## config.mk

```make
export PLATFORM = sky130hd
export DESIGN_NAME = sbd_master_port
export DESIGN_NICKNAME = d
export VERILOG_FILES = /design/src/sbd_pkg.sv /design/src/sbd_fifo.sv /design/src/sbd_master_port.sv
export SDC_FILE = /design/constraint.sdc
export NUM_CORES = 1
export LEC_CHECK = 0
export ABC_CLOCK_PERIOD_IN_PS = 3950
export BUFFER_PORTS_ARGS = -buffer_cell sky130_fd_sc_hd__buf_2
export CAP_MARGIN = 20
export CORE_MARGIN = 2
export CORE_UTILIZATION = 50
export DETAILED_ROUTE_END_ITERATION = 12
export GPL_ROUTABILITY_DRIVEN = 0
export PLACE_DENSITY_LB_ADDON = 0.3
export RECOVER_POWER = 50
export SYNTH_ARGS = -nofsm -noshare
export SYNTH_HDL_FRONTEND = slang
export SYNTH_SLANG_ARGS = --single-unit
```

## constraint.sdc

```tcl
create_clock -name clk -period 3.95 [get_ports clk]
set_clock_uncertainty 0.05 [all_clocks]
set_input_delay 0.1975 -clock clk [delete_from_list [all_inputs] [get_ports clk]]
set_output_delay 0.1975 -clock clk [all_outputs]
set_load 0.05 [all_outputs]
```

## src/sbd_pkg.sv

```systemverilog
/*
  shared constants and state types for the system bus dma master port.
  assumes a single 40 MHz clock; all users import the whole package.
*/
package sbd_pkg;
  localparam int ADDR_W         = 24;
  localparam int DATA_W         = 16;
  localparam int LEN_W          = 16;
  localparam int FIFO_DEPTH     = 8;
  localparam int CLK_PERIOD_NS  = 25;
  // longest ready delay on back-to-back host register access: 4.9 us
  localparam int DIO_GAP_NS     = 4900;
  // round down, plus one clock period
  localparam int DIO_GAP_CYC    = DIO_GAP_NS / CLK_PERIOD_NS + 1;
  localparam int GAP_W          = 8;
  // rising edges after the write sample point
  localparam int WR_DBEN_EDGE   = 3;
  localparam int WR_SAMPLE_EDGE = 5;
  localparam logic [2:0] REG_IF_DATA = 3'h0;
  localparam logic [2:0] REG_IF_ADDR = 3'h1;
  localparam logic [7:0] BYTE_ZERO   = 8'h00;

  typedef enum logic [3:0] {
    B_IDLE, B_ARB1, B_ARB2, B_WAIT, B_TX, B_T1, B_T2, B_T3, B_T4, B_I1
  } sbd_bus_t;

  typedef enum logic [2:0] {
    D_IDLE, D_RD, D_WR, D_ACK, D_HIGH
  } sbd_dio_t;
endpackage

```

## src/sbd_fifo.sv

```systemverilog
/*
  small flip-flop fifo with valid/ready on both sides.
  assumes one clock and an active low asynchronous reset.
*/
`timescale 1ns/1ps
module sbd_fifo #(
  parameter int WIDTH = 16,
  parameter int DEPTH = 8
) (
  input  wire logic             clk,
  input  wire logic             nrst,
  input  wire logic             in_valid,
  output logic                  in_ready,
  input  wire logic [WIDTH-1:0] in_data,
  output logic                  out_valid,
  input  wire logic             out_ready,
  output logic      [WIDTH-1:0] out_data
);
  localparam int PW = $clog2(DEPTH);
  localparam logic [PW:0] FULL_CNT = (PW+1)'(DEPTH);

  logic [WIDTH-1:0] mem [DEPTH];
  logic [PW-1:0]    wp;
  logic [PW-1:0]    rp;
  logic [PW:0]      cnt;
  logic             push;
  logic             pop;

  if (DEPTH < 2 || (1 << PW) != DEPTH)
  begin : g_chk
    $error("fifo depth must be a power of two, at least 2");
  end

  // honest flags straight from the fill count
  assign in_ready  = (cnt != FULL_CNT);
  assign out_valid = (cnt != '0);
  assign push      = in_valid && in_ready;
  assign pop       = out_valid && out_ready;
  assign out_data  = mem[rp];

  // pointers wrap naturally since depth is a power of two
  always_ff @(posedge clk or negedge nrst)
  begin
    if (!nrst)
    begin
      wp  <= '0;
      rp  <= '0;
      cnt <= '0;
    end
    else
    begin
      if (push)
        wp <= wp + 1'b1;
      if (pop)
        rp <= rp + 1'b1;
      if (push && !pop)
        cnt <= cnt + 1'b1;
      else if (pop && !push)
        cnt <= cnt - 1'b1;
    end
  end

  // storage needs no reset
  always_ff @(posedge clk)
  begin
    if (push)
      mem[wp] <= in_data;
  end
endmodule

```

## src/sbd_master_port.sv

```systemverilog
/*
  system bus side of the adapter: dma bus master (tx, t1..t4 cycles,
  request/grant, release, error) and direct i/o slave handshake.
  assumes all pins synchronous to clk; falling-edge sample points of the
  bus are taken at the rising edge of clk; the testbench resolves wires.
*/
`timescale 1ns/1ps
// Notes on behaviour
// - tx always in cycle steal; burst: first, carry
// - no tx: strobes already asserted in t1
// - tx keeps address top byte on high lines
// - 8-bit: address byte held on high lines t2-t4
// - 8-bit ready mode: pin ignored, driven high
// - grant seen low, request two edges later
// - strobes driven high from first t1/tx
// - chip select ignored while bus owned
// - ready mode: drop request after last t4
// - ack mode: drop request in first t2
// - ack mode: acknowledge release never checked
// - release ignored unless owned; before next cycle
// - release before t1: last; after: one more, but last if still high in t4
// - request dropped in i1; regrant needs grant low
// - bus error: finish transfer, release, halt dma
// - bus error ignored outside dma cycles
// - dma address/length undefined after bus error
// - dio read starts at sample; enable combinational
// - dio write: buffer enable on third edge
// - ready driven high, checked, then released
// - back-to-back interface access delays ready
module sbd_master_port #(
  parameter int ADDR_W     = sbd_pkg::ADDR_W,
  parameter int LEN_W      = sbd_pkg::LEN_W,
  parameter int FIFO_DEPTH = sbd_pkg::FIFO_DEPTH
) (
  input  wire logic              clk,
  input  wire logic              nrst,
  input  wire logic              ready_handshake_mode,
  input  wire logic              bus_8bit,
  input  wire logic              burst_mode,
  input  wire logic              dma_load,
  input  wire logic              dma_to_system,
  input  wire logic [ADDR_W-1:0] dma_addr_in,
  input  wire logic [LEN_W-1:0]  dma_len_in,
  input  wire logic              dma_clear_halt,
  output logic                   dma_busy,
  output logic                   dma_done,
  output logic                   dma_halted,
  input  wire logic              wr_valid,
  output logic                   wr_ready,
  input  wire logic [15:0]       wr_data,
  output logic                   rd_valid,
  output logic      [15:0]       rd_data,
  output logic                   bus_request_out,
  input  wire logic              bus_grant_in,
  output logic                   bus_owned_out,
  input  wire logic              bus_release_in,
  input  wire logic              bus_error_in,
  input  wire logic              ready_acknowledge_n_in,
  output logic                   ready_acknowledge_n_out,
  output logic                   ready_acknowledge_n_oe,
  output logic                   address_strobe_n_out,
  output logic                   upper_byte_strobe_n_out,
  output logic                   lower_byte_strobe_n_out,
  output logic                   strobes_oe,
  input  wire logic [7:0]        high_address_data_lines_in,
  output logic      [7:0]        high_address_data_lines_out,
  output logic                   high_address_data_lines_oe,
  input  wire logic [7:0]        low_address_data_in,
  output logic      [7:0]        low_address_data_out,
  output logic                   low_address_data_oe,
  input  wire logic              byte_high_or_read_write_in,
  output logic                   byte_high_or_read_write_out,
  output logic                   byte_high_or_read_write_oe,
  output logic                   data_buffer_enable_n,
  output logic                   data_buffer_direction,
  input  wire logic              chip_select_n_in,
  input  wire logic              host_read_n,
  input  wire logic              host_write_n,
  input  wire logic [2:0]        host_reg_sel,
  input  wire logic [15:0]       dio_rdata,
  output logic                   dio_read_pulse,
  output logic                   dio_write_pulse,
  output logic      [2:0]        dio_reg,
  output logic      [15:0]       dio_wdata,
  output logic                   dio_byte_high
);
  import sbd_pkg::*;

  if (ADDR_W < 17 || ADDR_W > 24 || LEN_W < 2 || DIO_GAP_CYC > 255)
  begin : g_chk
    $error("address width 17..24, length width 2 or more");
  end

  // address increment and its carry out of the low byte
  function automatic logic carry8(input logic [7:0] lo, input logic b8);
    logic [8:0] s;
    s = {1'b0, lo} + (b8 ? 9'h001 : 9'h002);
    return s[8];
  endfunction

  sbd_bus_t          bst;
  sbd_dio_t          dst;
  logic [ADDR_W-1:0] addr;
  logic [LEN_W-1:0]  len;
  logic [15:0]       wdata_q;
  logic [15:0]       dio_rd_q;
  logic [GAP_W-1:0]  gap_cnt;
  logic [2:0]        wr_edge;
  logic              first;
  logic              carry_pend;
  logic              prev_tx;
  logic              rel_now;
  logic              rel_next;
  logic              err_seen;
  logic              dben_wr;
  logic              fifo_valid;
  logic              fifo_pop;
  logic [15:0]       fifo_data;
  logic              in_xfer;
  logic              want_xfer;
  logic              need_tx;
  logic              last_xfer;
  logic              strobe_on;
  logic              cs_act;
  logic              dben_rd;
  logic              dio_gap_reg;

  // write path buffer; an empty fifo stalls dma toward the system
  sbd_fifo #(
    .WIDTH (16),
    .DEPTH (FIFO_DEPTH)
  ) u_fifo (
    .clk       (clk),
    .nrst      (nrst),
    .in_valid  (wr_valid),
    .in_ready  (wr_ready),
    .in_data   (wr_data),
    .out_valid (fifo_valid),
    .out_ready (fifo_pop),
    .out_data  (fifo_data)
  );

  // decisions of the master sequencer
  assign in_xfer   = (bst == B_TX) || (bst == B_T1) || (bst == B_T2) ||
                     (bst == B_T3) || (bst == B_T4);
  assign want_xfer = (len != '0) && !dma_halted &&
                     (!dma_to_system || fifo_valid);
  assign need_tx   = first || !burst_mode || carry_pend;
  assign last_xfer = (len == 1) || !burst_mode || rel_now || err_seen ||
                     bus_error_in || (dma_to_system && !fifo_valid) ||
                     (bus_release_in && bst == B_T4 && rel_next);
  assign fifo_pop  = (bst == B_T1) && dma_to_system;

  // bus tenure and transfer state machine
  always_ff @(posedge clk or negedge nrst)
  begin
    if (!nrst)
      bst <= B_IDLE;
    else
    begin
      unique case (bst)
        B_IDLE:
          if (want_xfer && !bus_grant_in)
            bst <= B_ARB1;
        B_ARB1:
          bst <= B_ARB2;
        B_ARB2:
          bst <= B_WAIT;
        B_WAIT:
          if (bus_grant_in)
            bst <= B_TX;
        B_TX:
          bst <= B_T1;
        B_T1:
          bst <= B_T2;
        B_T2:
          bst <= B_T3;
        B_T3:
          // error ends the wait whatever ready says; no check of release
          if (!ready_acknowledge_n_in || err_seen || bus_error_in)
            bst <= B_T4;
        B_T4:
          if (last_xfer)
            bst <= B_I1;
          else if (need_tx)
            bst <= B_TX;
          else
            bst <= B_T1;
        B_I1:
          bst <= B_IDLE;
      endcase
    end
  end

  // request and ownership handshake
  always_ff @(posedge clk or negedge nrst)
  begin
    if (!nrst)
    begin
      bus_request_out <= 1'b0;
      bus_owned_out   <= 1'b0;
      first           <= 1'b0;
    end
    else
    begin
      if (bst == B_ARB2)
        bus_request_out <= 1'b1;
      else if (bst == B_T1 && first && !ready_handshake_mode)
        bus_request_out <= 1'b0;
      else if (bst == B_T4 && last_xfer && ready_handshake_mode)
        bus_request_out <= 1'b0;
      else if (bst == B_I1)
        bus_request_out <= 1'b0;
      if (bst == B_WAIT && bus_grant_in)
      begin
        bus_owned_out <= 1'b1;
        first         <= 1'b1;
      end
      else if (bst == B_I1)
        bus_owned_out <= 1'b0;
      if (bst == B_T2)
        first <= 1'b0;
    end
  end

  // release bookkeeping: only heard while we own the bus
  always_ff @(posedge clk or negedge nrst)
  begin
    if (!nrst)
    begin
      rel_now  <= 1'b0;
      rel_next <= 1'b0;
    end
    else if (bst == B_I1 || !bus_owned_out)
    begin
      rel_now  <= 1'b0;
      rel_next <= 1'b0;
    end
    else if (bst == B_T4)
    begin
      rel_now  <= rel_next || bus_release_in;
      rel_next <= 1'b0;
    end
    else if (bus_release_in)
    begin
      if (bst == B_TX)
        rel_now <= 1'b1;
      else
        rel_next <= 1'b1;
    end
  end

  // address, length and error state of the dma channel
  always_ff @(posedge clk or negedge nrst)
  begin
    if (!nrst)
    begin
      addr       <= '0;
      len        <= '0;
      carry_pend <= 1'b0;
      err_seen   <= 1'b0;
      dma_halted <= 1'b0;
      dma_done   <= 1'b0;
    end
    else
    begin
      dma_done <= 1'b0;
      if (dma_load && bst == B_IDLE)
      begin
        addr <= dma_addr_in;
        len  <= dma_len_in;
      end
      else if (bst == B_T4)
      begin
        // contents not trusted by software after a bus error
        addr       <= addr + (bus_8bit ? ADDR_W'(1) : ADDR_W'(2));
        len        <= len - 1'b1;
        carry_pend <= carry8(addr[7:0], bus_8bit);
        dma_done   <= (len == 1);
      end
      if (in_xfer && bus_error_in)
        err_seen <= 1'b1;
      else if (bst == B_I1)
        err_seen <= 1'b0;
      // set wins over the clear from software
      if (bst == B_T4 && (err_seen || bus_error_in))
        dma_halted <= 1'b1;
      else if (dma_clear_halt)
        dma_halted <= 1'b0;
    end
  end

  // data of the current transfer
  always_ff @(posedge clk or negedge nrst)
  begin
    if (!nrst)
    begin
      wdata_q  <= 16'h0000;
      rd_data  <= 16'h0000;
      rd_valid <= 1'b0;
      prev_tx  <= 1'b0;
    end
    else
    begin
      prev_tx  <= (bst == B_TX);
      rd_valid <= 1'b0;
      if (fifo_pop)
        wdata_q <= fifo_data;
      if (bst == B_T3 && !dma_to_system &&
          (!ready_acknowledge_n_in || err_seen || bus_error_in))
      begin
        rd_data  <= {bus_8bit ? BYTE_ZERO : high_address_data_lines_in,
                     low_address_data_in};
        rd_valid <= 1'b1;
      end
    end
  end

  assign dma_busy = (len != '0) || (bst != B_IDLE);

  // master strobes; driven for the whole tenure, low in t2, t3 and in a t1 without tx
  assign strobe_on = (bst == B_T2) || (bst == B_T3) ||
                     (bst == B_T1 && !prev_tx);
  assign strobes_oe              = bus_owned_out;
  assign address_strobe_n_out    = !strobe_on;
  assign upper_byte_strobe_n_out = !strobe_on;
  assign lower_byte_strobe_n_out = !strobe_on;

  // byte-high / read-write pin
  assign byte_high_or_read_write_oe  = bus_owned_out;
  assign byte_high_or_read_write_out =
    (bus_8bit && ready_handshake_mode) ? 1'b1 :
    (ready_handshake_mode ? 1'b0 : !dma_to_system);
  assign dio_byte_high = !(bus_8bit && ready_handshake_mode) &&
                         !byte_high_or_read_write_in;

  // address/data lines: master phases first, then dio read data
  always_comb
  begin
    high_address_data_lines_out = BYTE_ZERO;
    high_address_data_lines_oe  = 1'b0;
    low_address_data_out        = BYTE_ZERO;
    low_address_data_oe         = 1'b0;
    if (bus_owned_out)
    begin
      if (bst == B_TX)
      begin
        high_address_data_lines_out = 8'(addr[ADDR_W-1:16]);
        high_address_data_lines_oe  = 1'b1;
      end
      else if (bst == B_T1)
      begin
        high_address_data_lines_out = addr[15:8];
        high_address_data_lines_oe  = 1'b1;
        low_address_data_out        = addr[7:0];
        low_address_data_oe         = 1'b1;
      end
      else if (in_xfer)
      begin
        high_address_data_lines_out = bus_8bit ? addr[15:8] :
                                      wdata_q[15:8];
        high_address_data_lines_oe  = bus_8bit || dma_to_system;
        low_address_data_out        = wdata_q[7:0];
        low_address_data_oe         = dma_to_system;
      end
    end
    else if (dst == D_RD || (dst == D_ACK && dben_rd))
    begin
      // 8-bit reads leave the high lines floating
      high_address_data_lines_out = dio_rd_q[15:8];
      high_address_data_lines_oe  = !bus_8bit;
      low_address_data_out        = dio_rd_q[7:0];
      low_address_data_oe         = 1'b1;
    end
  end

  // direct i/o slave: chip select is dead while we own the bus
  assign cs_act = !chip_select_n_in && !bus_owned_out;
  assign dben_rd = cs_act && !host_read_n &&
                   ((dst == D_IDLE && gap_cnt == '0) ||
                    dst == D_RD || dst == D_ACK);
  assign dio_gap_reg = (dio_reg == REG_IF_DATA) || (dio_reg == REG_IF_ADDR);

  always_ff @(posedge clk or negedge nrst)
  begin
    if (!nrst)
    begin
      dst             <= D_IDLE;
      wr_edge         <= 3'h0;
      dben_wr         <= 1'b0;
      dio_rd_q        <= 16'h0000;
      dio_reg         <= 3'h0;
      dio_wdata       <= 16'h0000;
      dio_read_pulse  <= 1'b0;
      dio_write_pulse <= 1'b0;
    end
    else
    begin
      dio_read_pulse  <= 1'b0;
      dio_write_pulse <= 1'b0;
      unique case (dst)
        D_IDLE:
          if (cs_act && gap_cnt == '0 && !host_read_n)
          begin
            dst            <= D_RD;
            dio_rd_q       <= dio_rdata;
            dio_reg        <= host_reg_sel;
            dio_read_pulse <= 1'b1;
          end
          else if (cs_act && gap_cnt == '0 && !host_write_n)
          begin
            dst     <= D_WR;
            dio_reg <= host_reg_sel;
            wr_edge <= 3'h0;
          end
        D_RD:
          dst <= D_ACK;
        D_WR:
        begin
          wr_edge <= wr_edge + 3'h1;
          if (wr_edge + 3'h1 == 3'(WR_DBEN_EDGE))
            dben_wr <= 1'b1;
          if (wr_edge + 3'h1 == 3'(WR_SAMPLE_EDGE))
          begin
            // enable goes away on the same edge that ready goes low so data may be removed
            dben_wr         <= 1'b0;
            dio_wdata       <= {high_address_data_lines_in,
                                low_address_data_in};
            dio_write_pulse <= 1'b1;
            dst             <= D_ACK;
          end
        end
        D_ACK:
          if (!cs_act || (host_read_n && host_write_n))
            dst <= D_HIGH;
        D_HIGH:
          if (ready_acknowledge_n_in)
            dst <= D_IDLE;
        default:
          dst <= D_IDLE;
      endcase
    end
  end

  // hold-off after an access to the interface data/address registers
  always_ff @(posedge clk or negedge nrst)
  begin
    if (!nrst)
      gap_cnt <= '0;
    else if (dst == D_HIGH && ready_acknowledge_n_in && dio_gap_reg)
      gap_cnt <= GAP_W'(DIO_GAP_CYC);
    else if (gap_cnt != '0)
      gap_cnt <= gap_cnt - 1'b1;
  end

  // ready pin: low to answer, high until seen high, then released
  assign ready_acknowledge_n_oe  = (dst == D_ACK) || (dst == D_HIGH);
  assign ready_acknowledge_n_out = (dst != D_ACK);

  // external transceiver control
  assign data_buffer_enable_n  = !(dben_rd || dben_wr ||
                                   (bus_owned_out && (bst == B_T2 ||
                                    bst == B_T3 || bst == B_T4)));
  assign data_buffer_direction = bus_owned_out ? dma_to_system :
                                 !(cs_act && !host_write_n);
endmodule

```

==> summary.txt, run 1 <==
Run status
  • Run status: complete, but fails checks
  • Failing checks: max-capacitance violations, max-slew violations

Detailed routing
  • Antenna Nets Post-Route: 0
  • DRT iter0 DRCs: 969
  • WL/cell: 19.1 um
  • Vias: 9313
  • DR vias/cell: 5.71
  • WL final: 31.2 mm
  • # DRC: 0
  • Drt first pass iters: 5

STA
  • Hold_ws: 0.0397 ns
  • Shortest period the worst path allows: 3.47 ns
  • Relative slew margins: -15.9%
  • RSZ-0062 raised after global routing: false
  • Sum Neg Setup Slack: 0 ns
  • Fin. max-slew vios: 72
  • Final Hold Viols: 0
  • Crit share post-route: 87.8%
  • Final WS setup: 0.484 ns
  • Setup-failing EPs final: 0
  • Slew @ Worst Pin: 1.74 ns
  • Fmax: 288 MHz

Placed design
  • I/O Buffers: 180
  • Place WS: 1.08 ns
  • DP Area: 13700 um^2
  • DP Wirelength: 20.0 mm
  • Placed Cells: 1476

Synthesis
  • Number of enable flip-flop cells after synthesis: 128
  • Ys flop type: dfrtp_1
  • Cell count after synthesis: 1008
  • Synth Area in Simple Gates: 13.4%
  • Largest family of logic cells by synthesized area: simple AND/OR/NAND/NOR gates
  • Adder-cell share of the synthesized area: 1.84%
  • Mean Syn Cell Area: 12.3 um^2
  • Syn Std Cell Area: 12400 um^2
  • Syn nets: 1133
  • Synth cell types: 67
  • Post-synthesis compound-gate area fraction: 9.83%
  • Leading area contributor after synthesis: edfxtp_1
  • Ranking of synthesized cells by area: edfxtp_1 (31%), dfrtp_1 (30%), mux4_2 (5.8%)
  • Fraction of registers with async set or reset after synthesis: 53.8%
  • Area share of the largest cell type after synthesis: 31.1%
  • #FFs+latches synth: 277
  • XOR/XNOR Fraction of Synth Area: 1.06%
  • Sequential cell area fraction in the yosys report: 61.2%
  • Yosys warnings: 0
  • Post-synthesis mux area share: 10.3%

Cells and area
  • Biggest regs: u_fifo.mem: 128 flops, addr: 24 flops
  • Register with the most flip-flops: u_fifo.mem
  • Most frequent cells in the layout: nand2_1 (163), dfrtp_1 (147), buf_2 (130)
  • Post-route cell area: 15600 um^2
  • Layout area overhead: 25.6%
  • Non-Filler Instances: 1632
  • Commonest non-fill, non-tap cell in the layout: nand2_1
  • Max reg flops: 128
  • Post-layout net count: 1410
  • Core Util, Final: 63.9%
  • Share of cells above drive strength 1: 20.6%

Clock network
  • CTS tree: yes
  • Longest Clk Path Bufs: 3
  • Clock latency on the worst-skew pair: 0.54 ns
  • CTS Sinks: 277
  • Post-CTS Setup Inserts: 0
  • Cts bufs inserted: 29
  • Htree depth: 1
  • Worst-path clk slew: 0.06 ns
  • Root Driver: clkbuf_16

Critical path
  • Startpoint types: register
  • Critical Path Start: bst[1]
  • CP required: 3.70 ns
  • R2R Setup Slk: 1.03 ns
  • Slowest CP cell: nor2_1
  • CP Capture Type: output port
  • Cell mode on critical path: nor2_1
  • Critical register-to-register path startpoint: bst[2]
  • Critical Path, Cell by Cell: nand2b_1 > nor2_1 > buf_4 > nor2_1 > mux2i_1 > o21ai_0 > buf_2
  • Crit Path Class: reg -> out
  • Critical Path Fanout Max: 16
  • R2r worst-path depth: 11
  • Reg-to-Reg End: u_fifo.cnt[3]
  • Max incr delay on CP: 0.73 ns
  • Crit path DAT: 3.22 ns
  • Critical Path End: high_address_data_lines_out[2]

Floorplan
  • Starting Density: 50.9%
  • Die Wd: 161 um
  • CORE AREA: 24300 um^2
  • Die Height: 161 um
  • Cell Rows: 57
  • I/O pin count: 181
  • Die area: 26000 um^2

Global routing
  • Initial antenna violation count: 1
  • GRT Overall Usage: 23.6%
  • GR Overflow Total: 0
  • Largest net degree at the start of global routing: 80
  • Vias in the first global route: 9104
  • First-pass GRT wire length: 48.9 mm

Power and ir drop
  • Pleak: 6.24 nW
  • Tot Pwr: 10.6 mW
  • Maximum vdd drop: 0.331 mV
  • Pwr dens: 684 nW/um^2

Min path
  • Worst min-delay path category: in -> reg

Job
  • Maxcap violations: 1
## where the power goes
| part | total [mW] | internal, mW | leakage [nW] | switching (mW) |
|---|---|---|---|---|
| Clock | 2.68 | 1.59 | 0.459 | 1.10 |
| Sequential | 4.54 | 3.73 | 2.97 | 0.808 |
| Combinational | 3.41 | 1.32 | 2.81 | 2.09 |
| Total | 10.6 | 6.64 | 6.24 | 4.00 |
## timing repair
action,4_1_cts,5_1_grt
endpoints found under the hold margin,297,0
resized for setup,0,0
hold buffers,100,0
## worst max-delay path, delay by kind of cell, from the launching register on
kind,cells,cell delay (ns)
buf+inv,2,0.47
flops,1,0.67
mux,1,0.17
compound gates,1,0.18
simple gates,3,1.17
## final cells by class
type                            count  area, um^2
Fill cell                        1860        8770
Clock inverter                     14         129
Antenna cell                        1        2.50
Multi-Input combinational cell    659        4560
Sequential cell                   277        7570
Timing Repair Buffer              299        1990
Tap cell                          324         405
Clock buffer                       39         823
Inverter                           19        71.3
## how the worst min path moves through the flow
| stage | start | endpoint | depth (start not counted) |
|---|---|---|---|
| after floorplan | nrst | addr[0] | 0 |
| after global placement | nrst | len[9] | 1 |
| after detailed placement | nrst | len[9] | 1 |
| after CTS | chip_select_n_in | dio_read_pulse | 3 |
| after global routing | chip_select_n_in | dio_read_pulse | 3 |
| final | chip_select_n_in | dio_read_pulse | 3 |
## Yosys cell counts (all sizes together), types with 4 or more instances
| library cell | number |
|---|---|
| inv | 17 |
| nand4 | 6 |
| xnor2 | 10 |
| nor4 | 11 |
| or4 | 7 |
| mux2i | 29 |
| a21oi | 36 |
| xor2 | 5 |
| o211ai | 13 |
| o311ai | 15 |
| and3 | 9 |
| ha | 15 |
| mux2 | 23 |
| nor2 | 66 |
| nand2b | 10 |
| a31oi | 5 |
| a221o | 9 |
| o21ai | 60 |
| clkbuf | 33 |
| or3 | 4 |
| buf | 20 |
| dfrtp | 149 |
| mux4 | 32 |
| nor3b | 4 |
| nor3 | 14 |
| nor2b | 8 |
| nand3 | 41 |
| edfxtp | 128 |
| a22oi | 21 |
| nand2 | 163 |
| o22ai | 4 |
## logic make-up after synthesis
kind of cell               Yosys count
and+or+nand+nor                    356
DFF                                277
AOI/OAI and AO/OA                  187
muxes                               84
buffers and inverters               72
adders and majority gates           17
xor gates and xnor gates            15
## layer usage
metal	vias up	global-route usage [%]	wire length, um
met5	-	0	0
li1	4301	-	-
met2	381	38.8	15000
met3	82	3.34	1820
met1	4549	32.9	13300
met4	0	7.47	1080
Note: power is estimated with default switching activity, not from simulation.
==> run 2: changes to the inputs <==
--- a/config.mk
+++ b/config.mk
@@ -8,12 +8,13 @@
 export ABC_CLOCK_PERIOD_IN_PS = 3950
 export BUFFER_PORTS_ARGS = -buffer_cell sky130_fd_sc_hd__buf_2
 export CAP_MARGIN = 20
-export CORE_MARGIN = 2
+export CORE_MARGIN = 4
 export CORE_UTILIZATION = 50
 export DETAILED_ROUTE_END_ITERATION = 12
 export GPL_ROUTABILITY_DRIVEN = 0
-export PLACE_DENSITY_LB_ADDON = 0.3
+export PLACE_DENSITY = 0.81
 export RECOVER_POWER = 50
+export SLEW_MARGIN = 0
 export SYNTH_ARGS = -nofsm -noshare
 export SYNTH_HDL_FRONTEND = slang
 export SYNTH_SLANG_ARGS = --single-unit
==> run 2 against run 1 <==
Against the previous run: global-route usage decreased by 0.81 points; register-to-register slack improved by 0.03 ns; critical endpoint is now high_address_data_lines_out[7]; maximum frequency increased by 4.6%; sequential share of layout area increased by 0.11 points; flip-flop and latch count unchanged; non-clock buffer count decreased by 4; the run still ends with max-capacitance violations, max-slew violations left; routed wire length increased by 2.9%; utilization decreased by 0.14 points.
==> summary.txt, run 2 (synthesized netlist as in run 1, its figures left out) <==
Cells and area
  • Biggest regs: u_fifo.mem: 128 flops, addr: 24 flops
  • Commonest non-fill, non-tap cell in the layout: nand2_1
  • Fill cells: 1795 (-3.5%)
  • Area occupied by registers: 7570 um^2 (unchanged)
  • Share of cells above drive strength 1: 19.6% (-0.98 points)
  • Most frequent cells in the layout: nand2_1 (163), dfrtp_1 (147), edfxtp_1 (128)
  • Non-Filler Instances: 1626 (-0.37%)
  • Max reg flops: 128 (unchanged)
  • Multi-input logic area: 4560 um^2 (unchanged)
  • Register with the most flip-flops: u_fifo.mem
  • Post-layout net count: 1405 (-0.35%)
  • Layout area overhead: 25.4%

STA
  • RSZ-0062 raised after global routing: false
  • Setup-failing EPs final: 0 (unchanged)
  • Slew @ Worst Pin: 2.32 ns (+0.581 ns)
  • Fin. max-slew vios: 94 (+31%)
  • Shortest period the worst path allows: 3.31 ns (-0.153 ns)
  • Final Hold Viols: 0 (unchanged)
  • Fmax: 302 MHz (+4.6%)
  • Sum Neg Setup Slack: 0 ns (unchanged)
  • Relative slew margins: -54.7% (-39 points)
  • Crit share post-route: 83.9% (-3.9 points)

Clock network
  • Post-CTS Setup Inserts: 0 (unchanged)
  • Worst-path clk slew: 0.07 ns (about the same)
  • CTS tree: yes
  • Cts bufs inserted: 28 (-3.4%)
  • Htree depth: 1 (unchanged)
  • Longest Clk Path Bufs: 3 (unchanged)
  • Root Driver: clkbuf_16
  • CTS Sinks: 277 (unchanged)
  • Clock latency on the worst-skew pair: 0.54 ns (about the same)

Power and ir drop
  • Pleak: 6.21 nW (-0.47%)
  • Maximum vdd drop: 0.414 mV (+25%)
  • Pwr dens: 691 nW/um^2 (+1.0%)
  • Tot Pwr: 10.7 mW (+0.80%)

Critical path
  • Startpoint types: register
  • CP Capture Type: output port
  • Critical Path Fanout Max: 17 (+1)
  • Crit path DAT: 3.07 ns (-0.15 ns)
  • R2R Setup Slk: 1.06 ns (+0.03 ns)
  • Crit Path Class: reg -> out
  • CP required: 3.70 ns (about the same)

Global routing
  • GR Overflow Total: 0 (unchanged)
  • Vias in the first global route: 9285 (+2.0%)
  • First-pass GRT wire length: 49.3 mm (+0.84%)
  • Initial antenna violation count: 1 (unchanged)
  • GRT Overall Usage: 22.8% (-0.81 points)
  • Largest net degree at the start of global routing: 94 (+18%)

Placed design
  • I/O Buffers: 180 (unchanged)
  • DP Wirelength: 20.8 mm (+4.1%)
  • Placed Cells: 1472 (-0.27%)

Floorplan
  • Cell Rows: 57 (unchanged)
  • Die Wd: 165 um (+2.5%)
  • CORE AREA: 24300 um^2 (unchanged)
  • Die area: 27300 um^2 (+5.0%)
  • Starting Density: 50.9% (unchanged)
  • I/O pin count: 181 (unchanged)
  • Die Height: 165 um (+2.5%)

Run status
  • Failing checks: max-capacitance violations, max-slew violations
  • Run status: complete, but fails checks

Detailed routing
  • WL final: 32.1 mm (+2.9%)
  • WL/cell: 19.7 um (+3.3%)
  • # DRC: 0 (unchanged)
  • Drt first pass iters: 6 (+1)
  • Vias: 9447 (+1.4%)
  • DR vias/cell: 5.81 (+1.8%)
  • DRT iter0 DRCs: 992 (+2.4%)
  • Antenna Nets Post-Route: 0 (unchanged)

Job
  • Maxcap violations: 1 (unchanged)

Min path
  • Worst min-delay path category: in -> reg
-- run 2: area by class of cell --
cell class | count | area share [%]
clock inverters | 17 | 1.35
clock buffers | 34 | 4.86
diodes | 1 | 0.0161
repair buffers | 295 | 12.5
well taps | 324 | 2.61
inverters | 19 | 0.460
flip-flops and latches | 277 | 48.8
multi-input cells | 659 | 29.4
-- run 2: report_power, final --
part / switching (mW) / internal [mW]
clock network: 1.10 / 1.68
registers: 0.769 / 3.73
logic: 2.14 / 1.30
-- run 2: critical path, stage by stage (launching register included) --
cell and delay (ns):
dfrtp_1 0.69, nand2b_1 0.34, nor2_1 0.16, buf_4 0.21
nor2_1 0.08, buf_4 0.19, mux2i_1 0.14, o21ai_0 0.36
buf_2 0.34
-- run 2: metrics by stage --
step                hold WS (ns)  setup WS (ns)  instance area (um^2)  utilization, %
finish                    0.0276          0.637                 15500            63.8
global route              0.0360          0.485                 15500            63.8
CTS                      0.00898          0.732                 15600            64.1
detailed placement         0.291           1.08                 13600            56.0
global placement           0.277           1.19                 13600            56.0
floorplan                 -0.148          0.893                 12400               -
-- run 2: worst paths after layout --
kind                                   from                        endpoint  cells past startpoint
max                                  bst[0]  high_address_data_lines_out[7]                      8
max reg2reg                          bst[0]                   u_fifo.cnt[3]                     11
min                        chip_select_n_in                  dio_read_pulse                      3
min reg2reg                      rd_data[5]                      rd_data[5]                      2
min in group asynchronous              nrst                         len[12]                      2
max in group asynchronous              nrst                      rd_data[7]                      3
-- run 2: what timing repair did --
action / CTS / global route
resized for setup: 0 / 0
endpoints found under the hold margin: 317 / 0
hold buffers: 100 / 0
-- run 2: layer usage --
layer / vias to the layer above / part of all wire [%] / track usage [%]
li1: 4305 / - / -
met1: 4636 / 39 / 29.3
met2: 422 / 50 / 39.4
met3: 84 / 7.3 / 3.90
met4: 0 / 3.6 / 7.84
met5: - / 0 / 0
==> run 3: changes to the inputs <==
--- a/config.mk
+++ b/config.mk
@@ -5,14 +5,14 @@
 export SDC_FILE = /design/constraint.sdc
 export NUM_CORES = 1
 export LEC_CHECK = 0
-export ABC_CLOCK_PERIOD_IN_PS = 3950
+export ABC_CLOCK_PERIOD_IN_PS = 3000
 export BUFFER_PORTS_ARGS = -buffer_cell sky130_fd_sc_hd__buf_2
 export CAP_MARGIN = 20
 export CORE_MARGIN = 4
 export CORE_UTILIZATION = 50
 export DETAILED_ROUTE_END_ITERATION = 12
 export GPL_ROUTABILITY_DRIVEN = 0
-export PLACE_DENSITY = 0.81
+export PLACE_DENSITY = 0.84
 export RECOVER_POWER = 50
 export SLEW_MARGIN = 0
 export SYNTH_ARGS = -nofsm -noshare
==> constraint.sdc (replaced) <==
create_clock -name clk -period 3 [get_ports clk]
set_clock_uncertainty 0.05 [all_clocks]
set_input_delay 0.15 -clock clk [delete_from_list [all_inputs] [get_ports clk]]
set_output_delay 0.15 -clock clk [all_outputs]
set_load 0.05 [all_outputs]
==> run 3 against run 2 <==
Against the previous run: the run now ends clean; routed wire length increased by 3.0%; register-to-register slack got worse by 0.79 ns; combinational power increased by 42%; design area increased by 0.74%; flip-flop and latch count unchanged; largest cell class unchanged; worst setup slack got worse by 0.50 ns; sequential share of layout area decreased by 0.37 points; via count increased by 1.7%; sequential power increased by 29%; power increased by 30%; global-route usage increased by 1.3 points; utilization increased by 0.47 points; critical endpoint is now low_address_data_out[7].
==> summary.txt, run 3 (synthesized netlist as in run 1, its figures left out) <==
Critical path
  • Critical register-to-register path startpoint: u_fifo.cnt[0]
  • Critical Path Start: bst[0]
  • Crit path max-delay family: simple AND/OR/NAND/NOR gates
  • Crit Path Class: reg -> out
  • CP required: 2.80 ns (-0.90 ns)
  • Crit path DAT: 2.66 ns (-0.41 ns)
  • Critical Path, Cell by Cell: buf_4 > nor2_1 > nand2_2 > nand2_1 > a22oi_1 > o21ai_0 > buf_2
  • Startpoint types: register
  • Worst path bufs/invs: 2 (-1)
  • CP Capture Type: output port
  • Max incr delay on CP: 0.51 ns (-0.18 ns)
  • Slowest CP cell: dfrtp_1
  • Critical Path Fanout Max: 10 (-7)

Detailed routing
  • # DRC: 0 (unchanged)
  • Drt first pass iters: 5 (-1)
  • WL/cell: 20.0 um (+1.4%)
  • Antenna Nets Post-Route: 0 (unchanged)
  • Vias: 9603 (+1.7%)
  • DRT iter0 DRCs: 1026 (+3.4%)
  • WL final: 33.1 mm (+3.0%)
  • DR vias/cell: 5.81 (about the same)

STA
  • Final WS setup: 0.138 ns (-0.498 ns)
  • Relative slew margins: 2.09% (+57 points)
  • Final Hold Viols: 0 (unchanged)
  • Crit share post-route: 95.4%
  • Setup-failing EPs final: 0 (unchanged)
  • Shortest period the worst path allows: 2.86 ns
  • Fmax: 349 MHz
  • RSZ-0062 raised after global routing: false
  • Fin. max-slew vios: 0 (-100%)
  • Sum Neg Setup Slack: 0 ns (unchanged)
  • Slew @ Worst Pin: 1.47 ns (-0.851 ns)

Global routing
  • GR Overflow Total: 0 (unchanged)
  • First-pass GRT wire length: 51.9 mm (+5.3%)
  • Met2 Track Usage GR: 40.7% (+1.4 points)
  • Met1 GRT Util: 30.5% (+1.2 points)
  • Largest net degree at the start of global routing: 60 (-36%)
  • GRT Overall Usage: 24.1% (+1.3 points)
  • Vias in the first global route: 9799 (+5.5%)
  • Initial antenna violation count: 2 (+1)
  • Gr busiest metal: met2
  • M3 GR Usage: 5.09% (+1.2 points)

Power and ir drop
  • Pwr dens: 894 nW/um^2 (+29%)
  • Maximum vdd drop: 0.583 mV (+41%)
  • Pleak: 6.31 nW (+1.7%)

Clock network
  • Worst-path clk slew: 0.06 ns (about the same)
  • CTS Sinks: 277 (unchanged)
  • Cts bufs inserted: 28 (unchanged)
  • Root Driver: clkbuf_16
  • CTS tree: yes
  • Htree depth: 1 (unchanged)
  • Longest Clk Path Bufs: 3 (unchanged)
  • Clock latency on the worst-skew pair: 0.55 ns (about the same)
  • Post-CTS Setup Inserts: 0 (unchanged)

Floorplan
  • Die Height: 165 um (unchanged)
  • CORE AREA: 24300 um^2 (unchanged)
  • I/O pin count: 181 (unchanged)
  • Starting Density: 50.9% (unchanged)
  • Cell Rows: 57 (unchanged)
  • Die area: 27300 um^2 (unchanged)
  • Die Wd: 165 um (unchanged)

Job
  • Maxcap violations: 0 (-1)

Cells and area
  • Post-layout net count: 1430 (+1.8%)
  • Most frequent cells in the layout: nand2_1 (162), dfrtp_1 (148), buf_2 (128), edfxtp_1 (128), dlygate4sd3_1 (102)
  • Layout area overhead: 26.3%
  • Commonest non-fill, non-tap cell in the layout: nand2_1
  • Fill cells: 1758 (-2.1%)
  • Biggest regs: u_fifo.mem: 128 flops, addr: 24 flops
  • Register with the most flip-flops: u_fifo.mem
  • Non-Filler Instances: 1653 (+1.7%)
  • Max reg flops: 128 (unchanged)
  • Post-route cell area: 15600 um^2 (+0.74%)
  • Share of cells above drive strength 1: 21.1% (+1.5 points)

Placed design
  • I/O Buffers: 180 (unchanged)
  • Placed Cells: 1497 (+1.7%)
  • DP Wirelength: 21.5 mm (+3.4%)
  • DP Area: 13800 um^2 (+1.4%)
  • Place WS: 0.287 ns (-0.795 ns)

Run status
  • Run status: complete, no violations

Min path
  • Worst min-delay path category: in -> reg
  • HP Start: bus_grant_in
run 3: through the flow:
step | power (mW) | util [%] | hold WS (ns)
3_5_place_dp | 10.6 | 56.8 | 0.103
2_1_floorplan | 9.04 | - | -0.196
6_report | 14.0 | 64.3 | 0.0277
3_3_place_gp | 10.3 | 56.8 | 0.0976
5_1_grt | 14.7 | 64.3 | 0.0608
4_1_cts | 14.0 | 64.6 | 0.0172
run 3: worst paths after layout:
kind	endpoint	slack [ns]	cells after the start
hold / removal	bst[1]	0.03	4
hold reg to reg	rd_data[12]	0.43	2
min in group asynchronous	addr[23]	0.43	2
max in group asynchronous	dio_wdata[10]	0.87	3
setup / recovery	low_address_data_out[7]	0.14	7
setup reg to reg	u_fifo.cnt[3]	0.27	10
run 3: power breakdown:
part	switching, mW	internal, mW	total [mW]
Combinational	3.01	1.86	4.87
Sequential	0.911	4.91	5.82
Clock	1.42	1.86	3.29
Total	5.35	8.63	14.0
run 3: per-layer routing:
layer | wire length (um) | up-vias
met3 | 2440 | 109
met2 | 16200 | 420
met5 | 0 | -
met1 | 13000 | 4732
li1 | - | 4342
met4 | 1430 | 0
run 3: cell type report:
type,instances,area [um^2],area share [%]
inverters,19,71.3,0.456
diodes,2,5.00,0.0320
repair buffers,320,2170,13.9
clock buffers,41,811,5.19
flip-flops and latches,277,7570,48.5
well taps,324,405,2.59
clock inverters,11,55.1,0.352
multi-input cells,659,4540,29.1
run 3: repair_timing:
item,in CTS,in global routing
endpoints found under the hold margin,284,0
endpoints found under the setup margin,8,11
resized for setup,1,4
hold buffers,102,0
run 3: tightest hold or removal path: cells and delay by family:
kind | cells | cell delay, ns
AOI/OAI and AO/OA | 2 | 0.18
buffers and inverters | 1 | 0.13
and+or+nand+nor | 1 | 0.10
